File: config.mk
export PLATFORM = sky130hd
export DESIGN_NAME = zcd_top
export DESIGN_NICKNAME = d
export VERILOG_FILES = /design/src/rtl/zcd_pkg.sv /design/src/rtl/zcd_sync.sv /design/src/rtl/zcd_edge.sv /design/src/rtl/zcd_top.sv
export SDC_FILE = /design/constraint.sdc
export NUM_CORES = 1
export LEC_CHECK = 0
export ABC_AREA = 1
export BUFFER_PORTS_ARGS = -buffer_cell sky130_fd_sc_hd__buf_2
export CELL_PAD_IN_SITES_DETAIL_PLACEMENT = 0
export CELL_PAD_IN_SITES_GLOBAL_PLACEMENT = 1
export CORE_MARGIN = 5
export CORE_UTILIZATION = 26
export DETAILED_ROUTE_END_ITERATION = 12
export GPL_TIMING_DRIVEN = 0
export PLACE_DENSITY_LB_ADDON = 0.15
export SLEW_MARGIN = 10
export SYNTH_ARGS = -nofsm -noshare
export SYNTH_HDL_FRONTEND = slang
export SYNTH_SLANG_ARGS = --single-unit
File: constraint.sdc
create_clock -name pclk -period 1.4 [get_ports pclk]
set_clock_uncertainty 0.2 [all_clocks]
set_input_delay 0.07 -clock pclk [delete_from_list [all_inputs] [get_ports pclk]]
set_output_delay 0.07 -clock pclk [all_outputs]
set_load 0.02 [all_outputs]
File: src/rtl/zcd_pkg.sv
// Package of register map, field positions and reset values for the zero-cross detector
package zcd_pkg;
    // ------------------------------------------------------------------
    // Register indices and byte addresses
    // ------------------------------------------------------------------
    localparam logic [11:0] ZCD_CONTROL_IDX = 12'h21f;
    localparam logic [11:0] ZCD_STATUS_IDX = 12'h220;
    localparam logic [11:0] ZCD_IRQ_EN_IDX = 12'h221;
    localparam logic [11:0] ZCD_IRQ_CLR_IDX = 12'h222;
    localparam logic [11:0] ZCD_SYS_IDX = 12'h223;
    localparam logic [13:0] ZCD_CONTROL_ADDR = {ZCD_CONTROL_IDX, 2'b00};
    localparam logic [13:0] ZCD_STATUS_ADDR = {ZCD_STATUS_IDX, 2'b00};
    localparam logic [13:0] ZCD_IRQ_EN_ADDR = {ZCD_IRQ_EN_IDX, 2'b00};
    localparam logic [13:0] ZCD_IRQ_CLR_ADDR = {ZCD_IRQ_CLR_IDX, 2'b00};
    localparam logic [13:0] ZCD_SYS_ADDR = {ZCD_SYS_IDX, 2'b00};

    // ------------------------------------------------------------------
    // Control register fields
    // ------------------------------------------------------------------
    localparam int ZCD_SEN_BIT = 7;
    localparam int ZCD_OUT_BIT = 5;
    localparam int ZCD_POL_BIT = 4;
    localparam int ZCD_RISE_BIT = 1;
    localparam int ZCD_FALL_BIT = 0;
    localparam logic [7:0] ZCD_CONTROL_WMASK = 8'h93;

    // ------------------------------------------------------------------
    // Status, enable and system fields
    // ------------------------------------------------------------------
    localparam int ZCD_FLAG_BIT = 0;
    localparam int ZCD_MD_BIT = 0;
    localparam int ZCD_LOW_BIT = 1;
    localparam int ZCD_GIE_BIT = 2;

    // ------------------------------------------------------------------
    // Reset values and synchroniser depth
    // ------------------------------------------------------------------
    localparam logic [7:0] ZCD_CONTROL_RST = 8'h00;
    localparam logic ZCD_FLAG_RST = 1'b0;
    localparam logic ZCD_IRQ_EN_RST = 1'b0;
    localparam logic [2:0] ZCD_SYS_RST = 3'h0;
    localparam int ZCD_SYNC_STAGES = 3;
endpackage

File: src/rtl/zcd_sync.sv
// Three-stage synchroniser for the asynchronous comparator decision
`timescale 1ns/1ps
module zcd_sync
    import zcd_pkg::*;
(
    input wire logic pclk,
    input wire logic presetn,
    input wire logic async_in,
    output logic sync_out
);
    logic [ZCD_SYNC_STAGES-1:0] chain_q;

    // ------------------------------------------------------------------
    // Shift chain
    // ------------------------------------------------------------------
    // First stage feeds only the second; change accepted when 2 and 3 agree
    always_ff @(posedge pclk or negedge presetn) begin
        if (!presetn) begin
            chain_q <= '0;
        end else begin
            chain_q <= {chain_q[ZCD_SYNC_STAGES-2:0], async_in};
        end
    end

    logic stable_q;
    wire agree = (chain_q[1] == chain_q[2]);

    // Hold last agreed value so a half-settled sample cannot glitch
    always_ff @(posedge pclk or negedge presetn) begin
        if (!presetn) begin
            stable_q <= 1'b0;
        end else if (agree) begin
            stable_q <= chain_q[2];
        end
    end

    assign sync_out = stable_q;
endmodule

File: src/rtl/zcd_edge.sv
// Rising and falling edge detector producing one-cycle pulses
`timescale 1ns/1ps
module zcd_edge (
    input wire logic pclk,
    input wire logic presetn,
    input wire logic level_in,
    output logic rise_pulse,
    output logic fall_pulse
);
    logic prev_q;

    // ------------------------------------------------------------------
    // Previous value
    // ------------------------------------------------------------------
    // Previous sample of the post-polarity level
    always_ff @(posedge pclk or negedge presetn) begin
        if (!presetn) begin
            prev_q <= 1'b0;
        end else begin
            prev_q <= level_in;
        end
    end

    // Compare current with previous
    assign rise_pulse = level_in & ~prev_q;
    assign fall_pulse = ~level_in & prev_q;
endmodule

File: src/rtl/zcd_top.sv
// Zero-cross detector digital logic with APB register slave
//
// Functional notes
// - Comparator high drives pin sink; low drives pin source.
// - Without inversion, cross_level reads one while sink active.
// - polarity_invert set inverts cross_level.
// - Edge detection uses the post-polarity logic output.
// - Separate rise and fall detectors set cross_irq_flag when enabled.
// - rise_irq_enable and fall_irq_enable gate their edges independently.
// - Interrupt needs flag, flag enable, low and global enables.
// - Changing polarity_invert makes an edge regardless of soft_enable.
// - Software clears the flag; a coincident enabled edge keeps it set.
// - Source, sink and edge interrupts run unchanged in sleep.
// - Fuse zero: detector always enabled, soft_enable ignored.
// - Fuse one: once captured after reset, soft_enable enables detector, else pin control returns.
// - module_disable also disables, only when fuse permits.
// - Logic output offered to other peripherals as a selectable input.
// - Rise enable one: low-to-high sets flag; zero leaves it.
`timescale 1ns/1ps
module zcd_top
    import zcd_pkg::*;
(
    input wire logic pclk,
    input wire logic presetn,
    input wire logic psel,
    input wire logic penable,
    input wire logic pwrite,
    input wire logic [31:0] paddr,
    input wire logic [31:0] pwdata,
    input wire logic [3:0] pstrb,
    output logic [31:0] prdata,
    output logic pready,
    output logic pslverr,
    input wire logic config_fuse,
    input wire logic comparator_above,
    input wire logic sleep_mode,
    output logic pin_sink_en,
    output logic pin_source_en,
    output logic pin_force_analog,
    output logic detector_active,
    output logic cross_level_out,
    output logic irq
);
    // ------------------------------------------------------------------
    // Register state
    // ------------------------------------------------------------------
    logic soft_enable_q;
    logic polarity_invert_q;
    logic rise_irq_enable_q;
    logic fall_irq_enable_q;
    logic cross_irq_flag_q;
    logic cross_irq_flag_d;
    logic cross_irq_enable_q;
    logic module_disable_q;
    logic low_irq_enable_q;
    logic global_irq_enable_q;
    logic fuse_q;
    logic fuse_seen_q;

    // ------------------------------------------------------------------
    // APB decode
    // ------------------------------------------------------------------
    wire [13:0] word_addr = paddr[13:0];
    wire addr_hi_zero = (paddr[31:14] == 18'h0) && (paddr[1:0] == 2'b00);
    wire hit_ctrl = addr_hi_zero && (word_addr == ZCD_CONTROL_ADDR);
    wire hit_stat = addr_hi_zero && (word_addr == ZCD_STATUS_ADDR);
    wire hit_en = addr_hi_zero && (word_addr == ZCD_IRQ_EN_ADDR);
    wire hit_clr = addr_hi_zero && (word_addr == ZCD_IRQ_CLR_ADDR);
    wire hit_sys = addr_hi_zero && (word_addr == ZCD_SYS_ADDR);
    wire mapped = hit_ctrl | hit_stat | hit_en | hit_clr | hit_sys;
    wire access = psel & penable;
    wire wr_lane0 = access & pwrite & pstrb[0] & mapped;
    wire wr_ctrl = wr_lane0 & hit_ctrl;
    wire wr_en = wr_lane0 & hit_en;
    wire wr_clr = wr_lane0 & hit_clr;
    wire wr_sys = wr_lane0 & hit_sys;

    // Zero-wait slave; unmapped addresses answer with an error
    assign pready = 1'b1;
    assign pslverr = access & ~mapped;

    // ------------------------------------------------------------------
    // Fuse capture after reset release
    // ------------------------------------------------------------------
    // Strap is sampled by a clocked process, never loaded by the reset
    always_ff @(posedge pclk or negedge presetn) begin
        if (!presetn) begin
            fuse_q <= 1'b0;
            fuse_seen_q <= 1'b0;
        end else if (!fuse_seen_q) begin
            fuse_q <= config_fuse;
            fuse_seen_q <= 1'b1;
        end
    end

    // ------------------------------------------------------------------
    // Enable logic
    // ------------------------------------------------------------------
    // Fuse clear: always on, soft_enable and module_disable are ignored
    wire fuse_forces_on = ~fuse_q;
    wire sw_enabled = soft_enable_q & ~module_disable_q;
    assign detector_active = fuse_forces_on | sw_enabled;
    assign pin_force_analog = detector_active;
    // Sleep input is deliberately unused in gating: operation continues
    wire sleep_ignored = sleep_mode & 1'b0;

    // ------------------------------------------------------------------
    // Comparator path
    // ------------------------------------------------------------------
    logic comp_sync;

    zcd_sync u_sync (
        .pclk(pclk),
        .presetn(presetn),
        .async_in(comparator_above),
        .sync_out(comp_sync)
    );

    // Sink above the reference, source below it, only while active
    assign pin_sink_en = detector_active & comp_sync;
    assign pin_source_en = detector_active & ~comp_sync;

    // Polarity applied ahead of the edge detectors, so a polarity write
    // itself flips the level and can raise the flag even when disabled
    wire cross_level = comp_sync ^ polarity_invert_q ^ sleep_ignored;
    assign cross_level_out = cross_level;

    // ------------------------------------------------------------------
    // Edge detection and flag
    // ------------------------------------------------------------------
    logic rise_pulse;
    logic fall_pulse;

    zcd_edge u_edge (
        .pclk(pclk),
        .presetn(presetn),
        .level_in(cross_level),
        .rise_pulse(rise_pulse),
        .fall_pulse(fall_pulse)
    );

    wire edge_set = (rise_pulse & rise_irq_enable_q)
        | (fall_pulse & fall_irq_enable_q);
    wire flag_clear = wr_clr & pwdata[ZCD_FLAG_BIT];

    // Set wins over a coincident clear
    always_comb begin
        cross_irq_flag_d = cross_irq_flag_q;
        if (flag_clear) begin
            cross_irq_flag_d = 1'b0;
        end
        if (edge_set) begin
            cross_irq_flag_d = 1'b1;
        end
    end

    always_ff @(posedge pclk or negedge presetn) begin
        if (!presetn) begin
            cross_irq_flag_q <= ZCD_FLAG_RST;
        end else begin
            cross_irq_flag_q <= cross_irq_flag_d;
        end
    end

    // Request needs every enable in the chain
    assign irq = cross_irq_flag_q & cross_irq_enable_q
        & low_irq_enable_q & global_irq_enable_q;

    // ------------------------------------------------------------------
    // Register writes
    // ------------------------------------------------------------------
    always_ff @(posedge pclk or negedge presetn) begin
        if (!presetn) begin
            soft_enable_q <= ZCD_CONTROL_RST[ZCD_SEN_BIT];
            polarity_invert_q <= ZCD_CONTROL_RST[ZCD_POL_BIT];
            rise_irq_enable_q <= ZCD_CONTROL_RST[ZCD_RISE_BIT];
            fall_irq_enable_q <= ZCD_CONTROL_RST[ZCD_FALL_BIT];
        end else if (wr_ctrl) begin
            soft_enable_q <= pwdata[ZCD_SEN_BIT];
            polarity_invert_q <= pwdata[ZCD_POL_BIT];
            rise_irq_enable_q <= pwdata[ZCD_RISE_BIT];
            fall_irq_enable_q <= pwdata[ZCD_FALL_BIT];
        end
    end

    always_ff @(posedge pclk or negedge presetn) begin
        if (!presetn) begin
            cross_irq_enable_q <= ZCD_IRQ_EN_RST;
        end else if (wr_en) begin
            cross_irq_enable_q <= pwdata[ZCD_FLAG_BIT];
        end
    end

    always_ff @(posedge pclk or negedge presetn) begin
        if (!presetn) begin
            module_disable_q <= ZCD_SYS_RST[ZCD_MD_BIT];
            low_irq_enable_q <= ZCD_SYS_RST[ZCD_LOW_BIT];
            global_irq_enable_q <= ZCD_SYS_RST[ZCD_GIE_BIT];
        end else if (wr_sys) begin
            module_disable_q <= pwdata[ZCD_MD_BIT];
            low_irq_enable_q <= pwdata[ZCD_LOW_BIT];
            global_irq_enable_q <= pwdata[ZCD_GIE_BIT];
        end
    end

    // ------------------------------------------------------------------
    // Read mux
    // ------------------------------------------------------------------
    wire [7:0] ctrl_rd = ZCD_CONTROL_WMASK
        & {soft_enable_q, 2'b00, polarity_invert_q, 2'b00,
           rise_irq_enable_q, fall_irq_enable_q};
    wire [7:0] ctrl_view = ctrl_rd | ({7'h0, cross_level} << ZCD_OUT_BIT);
    wire [31:0] rd_mux = hit_ctrl ? {24'h0, ctrl_view}
        : hit_stat ? {31'h0, cross_irq_flag_q}
        : hit_en ? {31'h0, cross_irq_enable_q}
        : hit_sys ? {29'h0, global_irq_enable_q, low_irq_enable_q, module_disable_q}
        : 32'h0;

    // Read data registered at the setup edge so it stands through the access phase
    always_ff @(posedge pclk or negedge presetn) begin
        if (!presetn) begin
            prdata <= 32'h0;
        end else if (psel & ~penable & ~pwrite) begin
            prdata <= rd_mux;
        end
    end
endmodule

=== After elaboration in Yosys (flattened, before gate mapping) ===
Cells that the tools add are included.

* Output and inout port bits: 40
* Flip-flop bits (word level): 48

* Mux-type cells: 6
* Equal/unequal tests: 6
* Reduce and logical (&&, ||, !) cells: 9
* Bitwise gates (word level): 38

{| class="wikitable"
|+ Operators with widths
! operator !! count
|-
| equality test 14 x 12 -> 1 bit (second input constant) || 5
|-
| AND 1 bit || 22
|-
| zero test 18 bit || 1
|-
| 2-to-1 mux 3 bit || 3
|-
| 2-to-1 mux 8 bit || 1
|-
| NOT 1 bit || 8
|-
| OR 8 x 6 -> 8 bit || 1
|-
| logical AND 1 bit || 6
|-
| OR 1 bit || 6
|-
| zero test 2 bit || 1
|-
| 2-to-1 mux 1 bit || 2
|-
| nonzero test 2 bit || 1
|-
| equality test 1 bit || 1
|-
| bitwise XOR 1 bit || 1
|}

=== Depth between registers and ports, before layout ===
Gate-level depths: netlist of the first run.

* Word-level depth: 12
* Gate-level depth with buffers: 11

=== By module ===
From an unflattened synthesis of the first run, not the netlist that was laid out.

* Cell total of the unflattened synthesis: 215
* Area, all modules: 1,577.8 um2

{| class="wikitable"
|+ By module, submodules not included
! module !! area an instance (um2) !! seq. area each (um2) !! times used !! cells an instance
|-
| zcd_top || 1,421.4 || 425.4 || 1 || 202
|-
| zcd_sync || 116.4 || 100.1 || 1 || 8
|-
| zcd_edge || 40.0 || 25.0 || 1 || 5
|}

=== Least setup slack after synthesis of the first run ===
No wires, ideal clock.

* Kind: input port to flip-flop
* Start point: input port paddr[29]
* End point: register low_irq_enable_q
* Path slack: 0.075 ns
* Arrival time: 1.008 ns
* Path buffers: 0
* Stages on the path: 10
* Setup time: 0.117 ns
* Cell sequence: nor2_1 -> nand2_1 -> nor2_1 -> nand2_2 -> nor2_8 -> nand2_2 -> nand4_4 -> nand3_2 -> nand2_1 -> nand2_1

* Cells in the longest elaborated chain, start to end: 9
* Elaborated cells between the ends (all ways): 13
* Those cells by class: 6 x bitwise; 7 x reduce/logical

{| class="wikitable"
|+ Ends and longest elaborated chain
! what !! line !! source
|-
| start, declared || zcd_top.sv:28 || <nowiki>input wire logic [31:0] paddr,</nowiki>
|-
| zero test 18 bit * || zcd_top.sv:64 || <nowiki>wire addr_hi_zero = (paddr[31:14] == 18'h0) && (paddr[1:0] == 2'b00);</nowiki>
|-
| logical AND 1 bit * || zcd_top.sv:64 ||
|-
| logical AND 1 bit, on equally long branches || zcd_top.sv:65, zcd_top.sv:66 ||
|-
| OR 1 bit (4 in a row) || zcd_top.sv:70 || <nowiki>wire mapped = hit_ctrl | hit_stat | hit_en | hit_clr | hit_sys;</nowiki>
|-
| AND 1 bit || zcd_top.sv:72 || <nowiki>wire wr_lane0 = access & pwrite & pstrb[0] & mapped;</nowiki>
|-
| AND 1 bit * || zcd_top.sv:76 || <nowiki>wire wr_sys = wr_lane0 & hit_sys;</nowiki>
|-
| end signal, assigned || zcd_top.sv:197 || <nowiki>low_irq_enable_q <= ZCD_SYS_RST[ZCD_LOW_BIT];</nowiki>
|-
| end signal, assigned || zcd_top.sv:201 || <nowiki>low_irq_enable_q <= pwdata[ZCD_LOW_BIT];</nowiki>
|-
| end, declared || zcd_top.sv:55 || <nowiki>logic low_irq_enable_q;</nowiki>
|}

Mark *: on every way between the ends. The rest lies on a longest branch, timed or not.
A chain may end at the register's enable or synchronous reset.

=== Worst setup path after layout of the first run ===
* Start point: register module_disable_q
* End point: output port pin_source_en

* Cells in the longest elaborated chain, start to end: 4

{| class="wikitable"
|+ Ends and longest elaborated chain
! what !! line !! source
|-
| start, declared || zcd_top.sv:54 || <nowiki>logic module_disable_q;</nowiki>
|-
| start signal, assigned || zcd_top.sv:196 || <nowiki>module_disable_q <= ZCD_SYS_RST[ZCD_MD_BIT];</nowiki>
|-
| start signal, assigned || zcd_top.sv:200 || <nowiki>module_disable_q <= pwdata[ZCD_MD_BIT];</nowiki>
|-
| NOT 1 bit || zcd_top.sv:101 || <nowiki>wire sw_enabled = soft_enable_q & ~module_disable_q;</nowiki>
|-
| AND 1 bit || zcd_top.sv:101 ||
|-
| OR 1 bit || zcd_top.sv:102 || <nowiki>assign detector_active = fuse_forces_on | sw_enabled;</nowiki>
|-
| AND 1 bit || zcd_top.sv:121 || <nowiki>assign pin_source_en = detector_active & ~comp_sync;</nowiki>
|-
| end, declared || zcd_top.sv:38 || <nowiki>output logic pin_source_en,</nowiki>
|}

No other way between the ends.

==> metrics.md, run 1 <==
| Metric | Value |
|---|---|
| Arr. time, crit path | `1110 ps` |
| Clk pwr share | `0.355` |
| H-tree depth | `1` |
| Combinational share of power | `0.240` |
| FF/Latch Area | `552 um2` |
| Final Hold Vio Count | `0` |
| Post-route minimum period | `1380 ps` |
| First-pass GRT wire length | `~6.7 mm` |
| Final period utilization | `0.985` |
| Nets | `approximately 400` |
| Cell family with most CP delay | `flip-flops` |
| Unique cell type count in the Yosys netlist | `28` |
| Synth Warn # | `0` |
| Row cnt | `28` |
| Placement Setup Slack | `-229 ps` |
| Pint | `1.22 mW` |
| Final setup viols | `0` |
| DRC marker count from the first detailed-route iteration | `49` |
| GRT Overall Usage | `0.105` |
| Die Y | `88.1 um` |
| CP Capture Type | `primary output` |
| Max-cap check violation count | `0` |
| Hpwl dp | `approximately 3.3 mm` |
| Switching share of power | `0.260` |
| Seq cells post-synth | `22` |
| Gpl congestion | `0.763` |
| Initial Util | `0.268` |
| Routed vias | `1,601` |
| DR WL/cell | `approximately 9.8 um` |
| Boundary Pins | `116` |
| Post-synth top flop | `dfrtp_1` |
| Cell count after placement | `378` |
| Die area | `7760 um2` |
| # diodes | `0` |
| Hold path depth | `4` |
| Max Fanout on Critical Path | `3` |
| Layout cell share with drive strength beyond 1 | `0.436` |
| CTS Buf Count | `3` |
| Worst Path Buf+Inv | `3` |
| Reg2reg path depth | `3` |
| Critical Path Start Type | `register` |
| TritonCTS clock tree | `built` |
| Commonest non-fill, non-tap cells in the layout | `buf_2, nand2_1, buf_4` |
| Final Slew Violations | `0` |
| Fmax | `725 MHz` |
| Worst-path clk slew | `80 ps` |
| Worst path depth | `6` |
| Status | `finished clean` |
| Area delta synth->final | `54.3%` |
| Most common cell after layout, fill and taps aside | `buf_2` |
| Final cell count without fillers | `403` |
| Worst-path cell chain | `inv_1 > nand2_1 > nand2_2 > inv_2 > nor2_1 > buf_4` |
| Initial antenna violation count | `0` |
| Die Wd | `88.1 um` |
| Vias/cell | `3.97` |
| Part of the power in registers | `0.405` |
| Clk root buf | `clkbuf_8` |
| Req. time, crit path | `1130 ps` |
| Power, Total | `around 1.6 mW` |
| Vias in the first global route | `1,607` |
| Port-buffer cells | `57` |
| Pleak | `1.41 nW` |
| 1st-pass router iterations | `4` |
| Multi-input gate area | `905 um2` |
| Setup Crit Path Kind | `reg -> out` |
| Worst hold margin | `52.7 ps` |
| Worst skew pair latency | `approximately 260 ps` |
| Syn Area/Cell | `roughly 7.2 um2` |
| Core Area | `between 5000 and 6000 um2` |
| Total detailed-routing wirelength | `3.93 mm` |
| Number of enable flip-flop cells after synthesis | `0` |
| Sequential-to-total area share from yosys stat | `0.347` |
| Fill cells | `652` |
| DRC Markers | `0` |
| CP max stage cell | `dfrtp_1` |
| Sink Count | `22` |
| Worst IR drop on VDD | `0.395 mV` |
| Cell count after synthesis | `220` |
| Pwr Density | `673 nW/um2` |
| Crit-path max cell delay | `between 300 and 400 ps` |
| GRT overflow | `0` |
| Synth Cell Area | `1590 um2` |
| Largest net degree at the start of global routing | `23` |
| NetSw | `0.427 mW` |
| Cell Area, Placed | `2060 um2` |
| Fraction of registers with async set/reset | `1.00` |
| RSZ-0062 raised after global routing | `true` |
| Design Area, Final | `2450 um2` |
| Clk buf depth | `2` |
| Final worst setup slack | `21.1 ps` |
| Min-Delay Path Class | `in -> reg` |
| ANT nets after route | `0` |
[worst min-delay path: cells and delay by family]
kind / cells / cell delay, ps
simple gates: 3 / 300
buf+inv: 1 / 100
[Yosys cell counts (all sizes together), types with 2 or more instances]
| cell | n | area share |
|---|---|---|
| o21ai | 6 | 0.021 |
| nand3 | 14 | 0.062 |
| nand2 | 58 | 0.15 |
| o31ai | 2 | 0.0095 |
| buf | 29 | 0.14 |
| nor3 | 2 | 0.0063 |
| nand4 | 11 | 0.053 |
| inv | 31 | 0.073 |
| conb | 2 | 0.0047 |
| dfrtp | 22 | 0.35 |
| nor2 | 38 | 0.11 |
[worst paths after layout]
path / from / slack [ps] / endpoint
max reg2reg: u_sync.sync_out$_DFFE_PN0N_ / 90 / cross_irq_flag_q$_DFFE_PN0P_
min: psel / 50 / prdata[0]$_DFFE_PN0P_
min reg2reg: u_sync.chain_q[0]$_DFF_PN0_ / 180 / u_sync.chain_q[1]$_DFF_PN0_
min in group asynchronous: presetn / 100 / cross_irq_enable_q$_DFFE_PN0P_
max: module_disable_q$_DFFE_PN0P_ / 20 / pin_source_en
max in group asynchronous: presetn / 550 / u_sync.sync_out$_DFFE_PN0N_
[stage by stage]
step                setup TNS, ps   util
finish                          0  0.413
global route                 -150  0.413
CTS                             0  0.398
detailed placement          -2450  0.348
global placement            -2450  0.348
floorplan                       0      -
[layout make-up]
class | count | area share
Clock inverter | 1 | 0.0123
Multi-Input combinational cell | 164 | 0.370
Timing Repair Buffer | 78 | 0.202
Clock buffer | 3 | 0.0169
Buffer | 29 | 0.0880
Sequential cell | 22 | 0.226
Inverter | 31 | 0.0476
Tap cell | 75 | 0.0384
[cell families (layout without fill, tap and decap cells)]
logic type | Yosys count | count (layout) | synth area share
AND/OR/NAND/NOR | 123 | 123 | 0.380
buffers and inverters | 60 | 142 | 0.209
flip-flops | 22 | 22 | 0.347
AO/OA/AOI/OAI | 10 | 10 | 0.0395
other | 2 | 28 | 0.00474
adder cells (fa/ha/maj) | 1 | 1 | 0.00631
XOR/XNOR | 1 | 1 | 0.00553
multiplexers | 1 | 1 | 0.00710
[registers in the layout, indices dropped and copies added (netlist names)]
register / cells
cross_irq_enable_q: 1
cross_irq_flag_q: 1
fall_irq_enable_q: 1
fuse_q: 1
fuse_seen_q: 1
global_irq_enable_q: 1
low_irq_enable_q: 1
module_disable_q: 1
polarity_invert_q: 1
prdata: 6
rise_irq_enable_q: 1
soft_enable_q: 1
u_edge.prev_q: 1
u_sync.chain_q: 3
u_sync.sync_out: 1
[per-layer routing]
layer / GRT usage / up-vias / routed length, um
li1: - / 846 / -
met1: 0.136 / 699 / 1710
met2: 0.184 / 56 / 1880
met3: 0.0263 / 0 / 349
met4: 0.0124 / 0 / 0
met5: 0 / - / 0
[power groups by stage]
stage | Clock [mW] | Sequential, mW | Combinational, mW
4_1_cts | 0.601 | 0.666 | 0.377
5_1_grt | 0.628 | 0.668 | 0.437
2_1_floorplan | 0 | 0.681 | 0.214
3_5_place_dp | 0 | 0.678 | 0.333
3_3_place_gp | 0 | 0.677 | 0.331
6_report | 0.584 | 0.666 | 0.396
[repair_timing]
action / CTS / global route
endpoints found under the hold margin: 32 / 0
hold buffers: 8 / 0
setup buffers: 10 / 3
endpoints found under the setup margin: 5 / 16
pin swaps: 10 / 9
resized for setup: 18 / 20
gates cloned: 0 / 0
Note: power is estimated with default switching activity, not from simulation.
==> run 2, diff against run 1 <==
--- a/config.mk
+++ b/config.mk
@@ -14,6 +14,7 @@
 export DETAILED_ROUTE_END_ITERATION = 12
 export GPL_TIMING_DRIVEN = 0
 export PLACE_DENSITY_LB_ADDON = 0.15
+export RECOVER_POWER = 50
 export SLEW_MARGIN = 10
 export SYNTH_ARGS = -nofsm -noshare
 export SYNTH_HDL_FRONTEND = slang
==> run 2 against run 1 <==
Final cell count stayed put. Sequential share of layout area unchanged. Critical path depth is the same. Worst setup slack barely moved. Combinational power about the same.
==> metrics.md, run 2 (synthesized netlist as in run 1, its figures left out) <==
| Metric | Value |
|---|---|
| Core Area | `5920 um2 (unchanged)` |
| Critical Path Start | `module_disable_q$_DFFE_PN0P_` |
| GRT Overall Usage | `0.105 (unchanged)` |
| Die Y | `88.1 um (unchanged)` |
| Max FFs per register | `6 (unchanged)` |
| Final period utilization | `0.985 (about the same)` |
| Die area | `7760 um2 (unchanged)` |
| Worst-path cell chain | `inv_1 > nand2_1 > nand2_2 > inv_2 > nor2_1 > buf_4` |
| Layout cell share with drive strength beyond 1 | `0.436 (unchanged)` |
| Most common cell after layout, fill and taps aside | `buf_2` |
| Worst IR drop on VDD | `0.395 mV (about the same)` |
| GRT overflow | `0 (unchanged)` |
| Largest net degree at the start of global routing | `23 (unchanged)` |
| Area delta synth->final | `54.3% (unchanged)` |
| Worst-path clk slew | `80 ps (about the same)` |
| Boundary Pins | `116 (unchanged)` |
| CP Capture Type | `primary output` |
| Worst skew pair latency | `260 ps (about the same)` |
| Critical Path Start Type | `register` |
| Max-cap check violation count | `0 (unchanged)` |
| Row cnt | `28 (unchanged)` |
| Total detailed-routing wirelength | `3.94 mm (+0.23%)` |
| Initial antenna violation count | `0 (unchanged)` |
| Gpl congestion | `0.763 (unchanged)` |
| Min-delay src | `psel` |
| CTS Buf Count | `3 (unchanged)` |
| Initial Util | `0.268 (unchanged)` |
| Crit-path max cell delay | `380 ps (about the same)` |
| Min-Delay Path Class | `in -> reg` |
| Final Hold Vio Count | `0 (unchanged)` |
| Vias/cell | `3.98 (+0.12%)` |
| First-pass GRT wire length | `6.67 mm (unchanged)` |
| Req. time, crit path | `1130 ps (about the same)` |
| Largest Register | `prdata` |
| Clk root buf | `clkbuf_8` |
| Final worst setup slack | `20.7 ps (-0.377 ps)` |
| Nets | `405 (unchanged)` |
| DRC Markers | `0 (unchanged)` |
| Final setup TNS | `0 ps (unchanged)` |
| Commonest non-fill, non-tap cells in the layout | `buf_2, nand2_1, buf_4` |
| TritonCTS clock tree | `built` |
| Final Slew Violations | `0 (unchanged)` |
| Pleak | `1.41 nW (about the same)` |
| CP max stage cell | `dfrtp_1` |
| Cell family with most CP delay | `flip-flops` |
| Final setup viols | `0 (unchanged)` |
| ANT nets after route | `0 (unchanged)` |
| Worst-Margin Slew | `541 ps` |
| H-tree depth | `1 (unchanged)` |
| Vias in the first global route | `1,607 (unchanged)` |
| Arr. time, crit path | `1110 ps (about the same)` |
| Relative slew slack | `0.639` |
| RSZ-0062 raised after global routing | `true` |
| DRC marker count from the first detailed-route iteration | `49 (unchanged)` |
| Setup Crit Path Kind | `reg -> out` |
| Fmax | `725 MHz (about the same)` |
| Worst Path Buf+Inv | `3 (unchanged)` |
| Sink Count | `22 (unchanged)` |
| Max Fanout on Critical Path | `3 (unchanged)` |
| Biggest regs | `prdata: 6 flops, u_sync.chain_q: 3 flops` |
| # diodes | `0 (unchanged)` |
| 1st-pass router iterations | `4 (unchanged)` |
| Routed vias | `1,603 (+0.12%)` |
| Hpwl dp | `3.27 mm (unchanged)` |
| Pwr Density | `673 nW/um2 (about the same)` |
| Clk buf depth | `2 (unchanged)` |
| Die Wd | `88.1 um (unchanged)` |
| Fill cells | `652 (unchanged)` |
| Status | `finished clean` |
| Placement Setup Slack | `-229 ps (unchanged)` |
| FF-to-FF Start | `u_sync.sync_out$_DFFE_PN0N_` |
| Post-route minimum period | `1380 ps (+0.377 ps)` |
| DR WL/cell | `9.77 um (+0.23%)` |
| Port-buffer cells | `57 (unchanged)` |
-- run 2: power breakdown --
| group | switching (mW) | internal (mW) | total [mW] | leakage [nW] |
|---|---|---|---|---|
| combinational | 0.214 | 0.182 | 0.396 | 1.09 |
| sequential | 0.0113 | 0.654 | 0.666 | 0.283 |
| clock | 0.202 | 0.382 | 0.584 | 0.0357 |
-- run 2: metrics by stage --
stage	hold slack (ps)	std cells	power, mW	area [um2]	util
2_1_floorplan	-426	246	0.895	1680	-
5_1_grt	128	403	1.73	2450	0.413
6_report	56.9	403	1.65	2450	0.413
4_1_cts	62.9	400	1.64	2350	0.398
3_5_place_dp	-136	378	1.01	2060	0.348
3_3_place_gp	-136	378	1.01	2060	0.348
-- run 2: final cells by class --
cell class	count	area, um2	area share
inverters	31	116	0.0476
well taps	75	93.8	0.0384
flip-flops and latches	22	552	0.226
clock buffers	3	41.3	0.0169
clock inverters	1	30.0	0.0123
repair buffers	78	493	0.202
plain buffers	29	215	0.0880
multi-input cells	164	905	0.370
-- run 2: layer usage --
metal	share of wire	track usage
met1	0.44	0.136
met2	0.48	0.184
met3	0.090	0.0263
met4	0	0.0124
met5	0	0
-- run 2: worst paths after layout --
| check | to | slack (ps) | cells past startpoint |
|---|---|---|---|
| max reg2reg | cross_irq_flag_q$_DFFE_PN0P_ | 90 | 3 |
| min in group asynchronous | cross_irq_enable_q$_DFFE_PN0P_ | 120 | 2 |
| max in group asynchronous | u_sync.sync_out$_DFFE_PN0N_ | 490 | 2 |
| min | prdata[0]$_DFFE_PN0P_ | 60 | 4 |
| min reg2reg | u_sync.chain_q[1]$_DFF_PN0_ | 180 | 0 |
| max | pin_source_en | 20 | 6 |
-- run 2: timing repair --
item / CTS / global route
gates cloned: 0 / 0
pin swaps: 10 / 9
endpoints found under the hold margin: 32 / 0
endpoints found under the setup margin: 5 / 16
setup buffers: 10 / 3
resized for setup: 18 / 20
hold buffers: 8 / 0
-- run 2: worst register-to-register path, stage by stage (launching register included) --
cell and delay [ps]:
dfrtp_2 430, xnor2_2 150, buf_4 150, o311ai_0 270
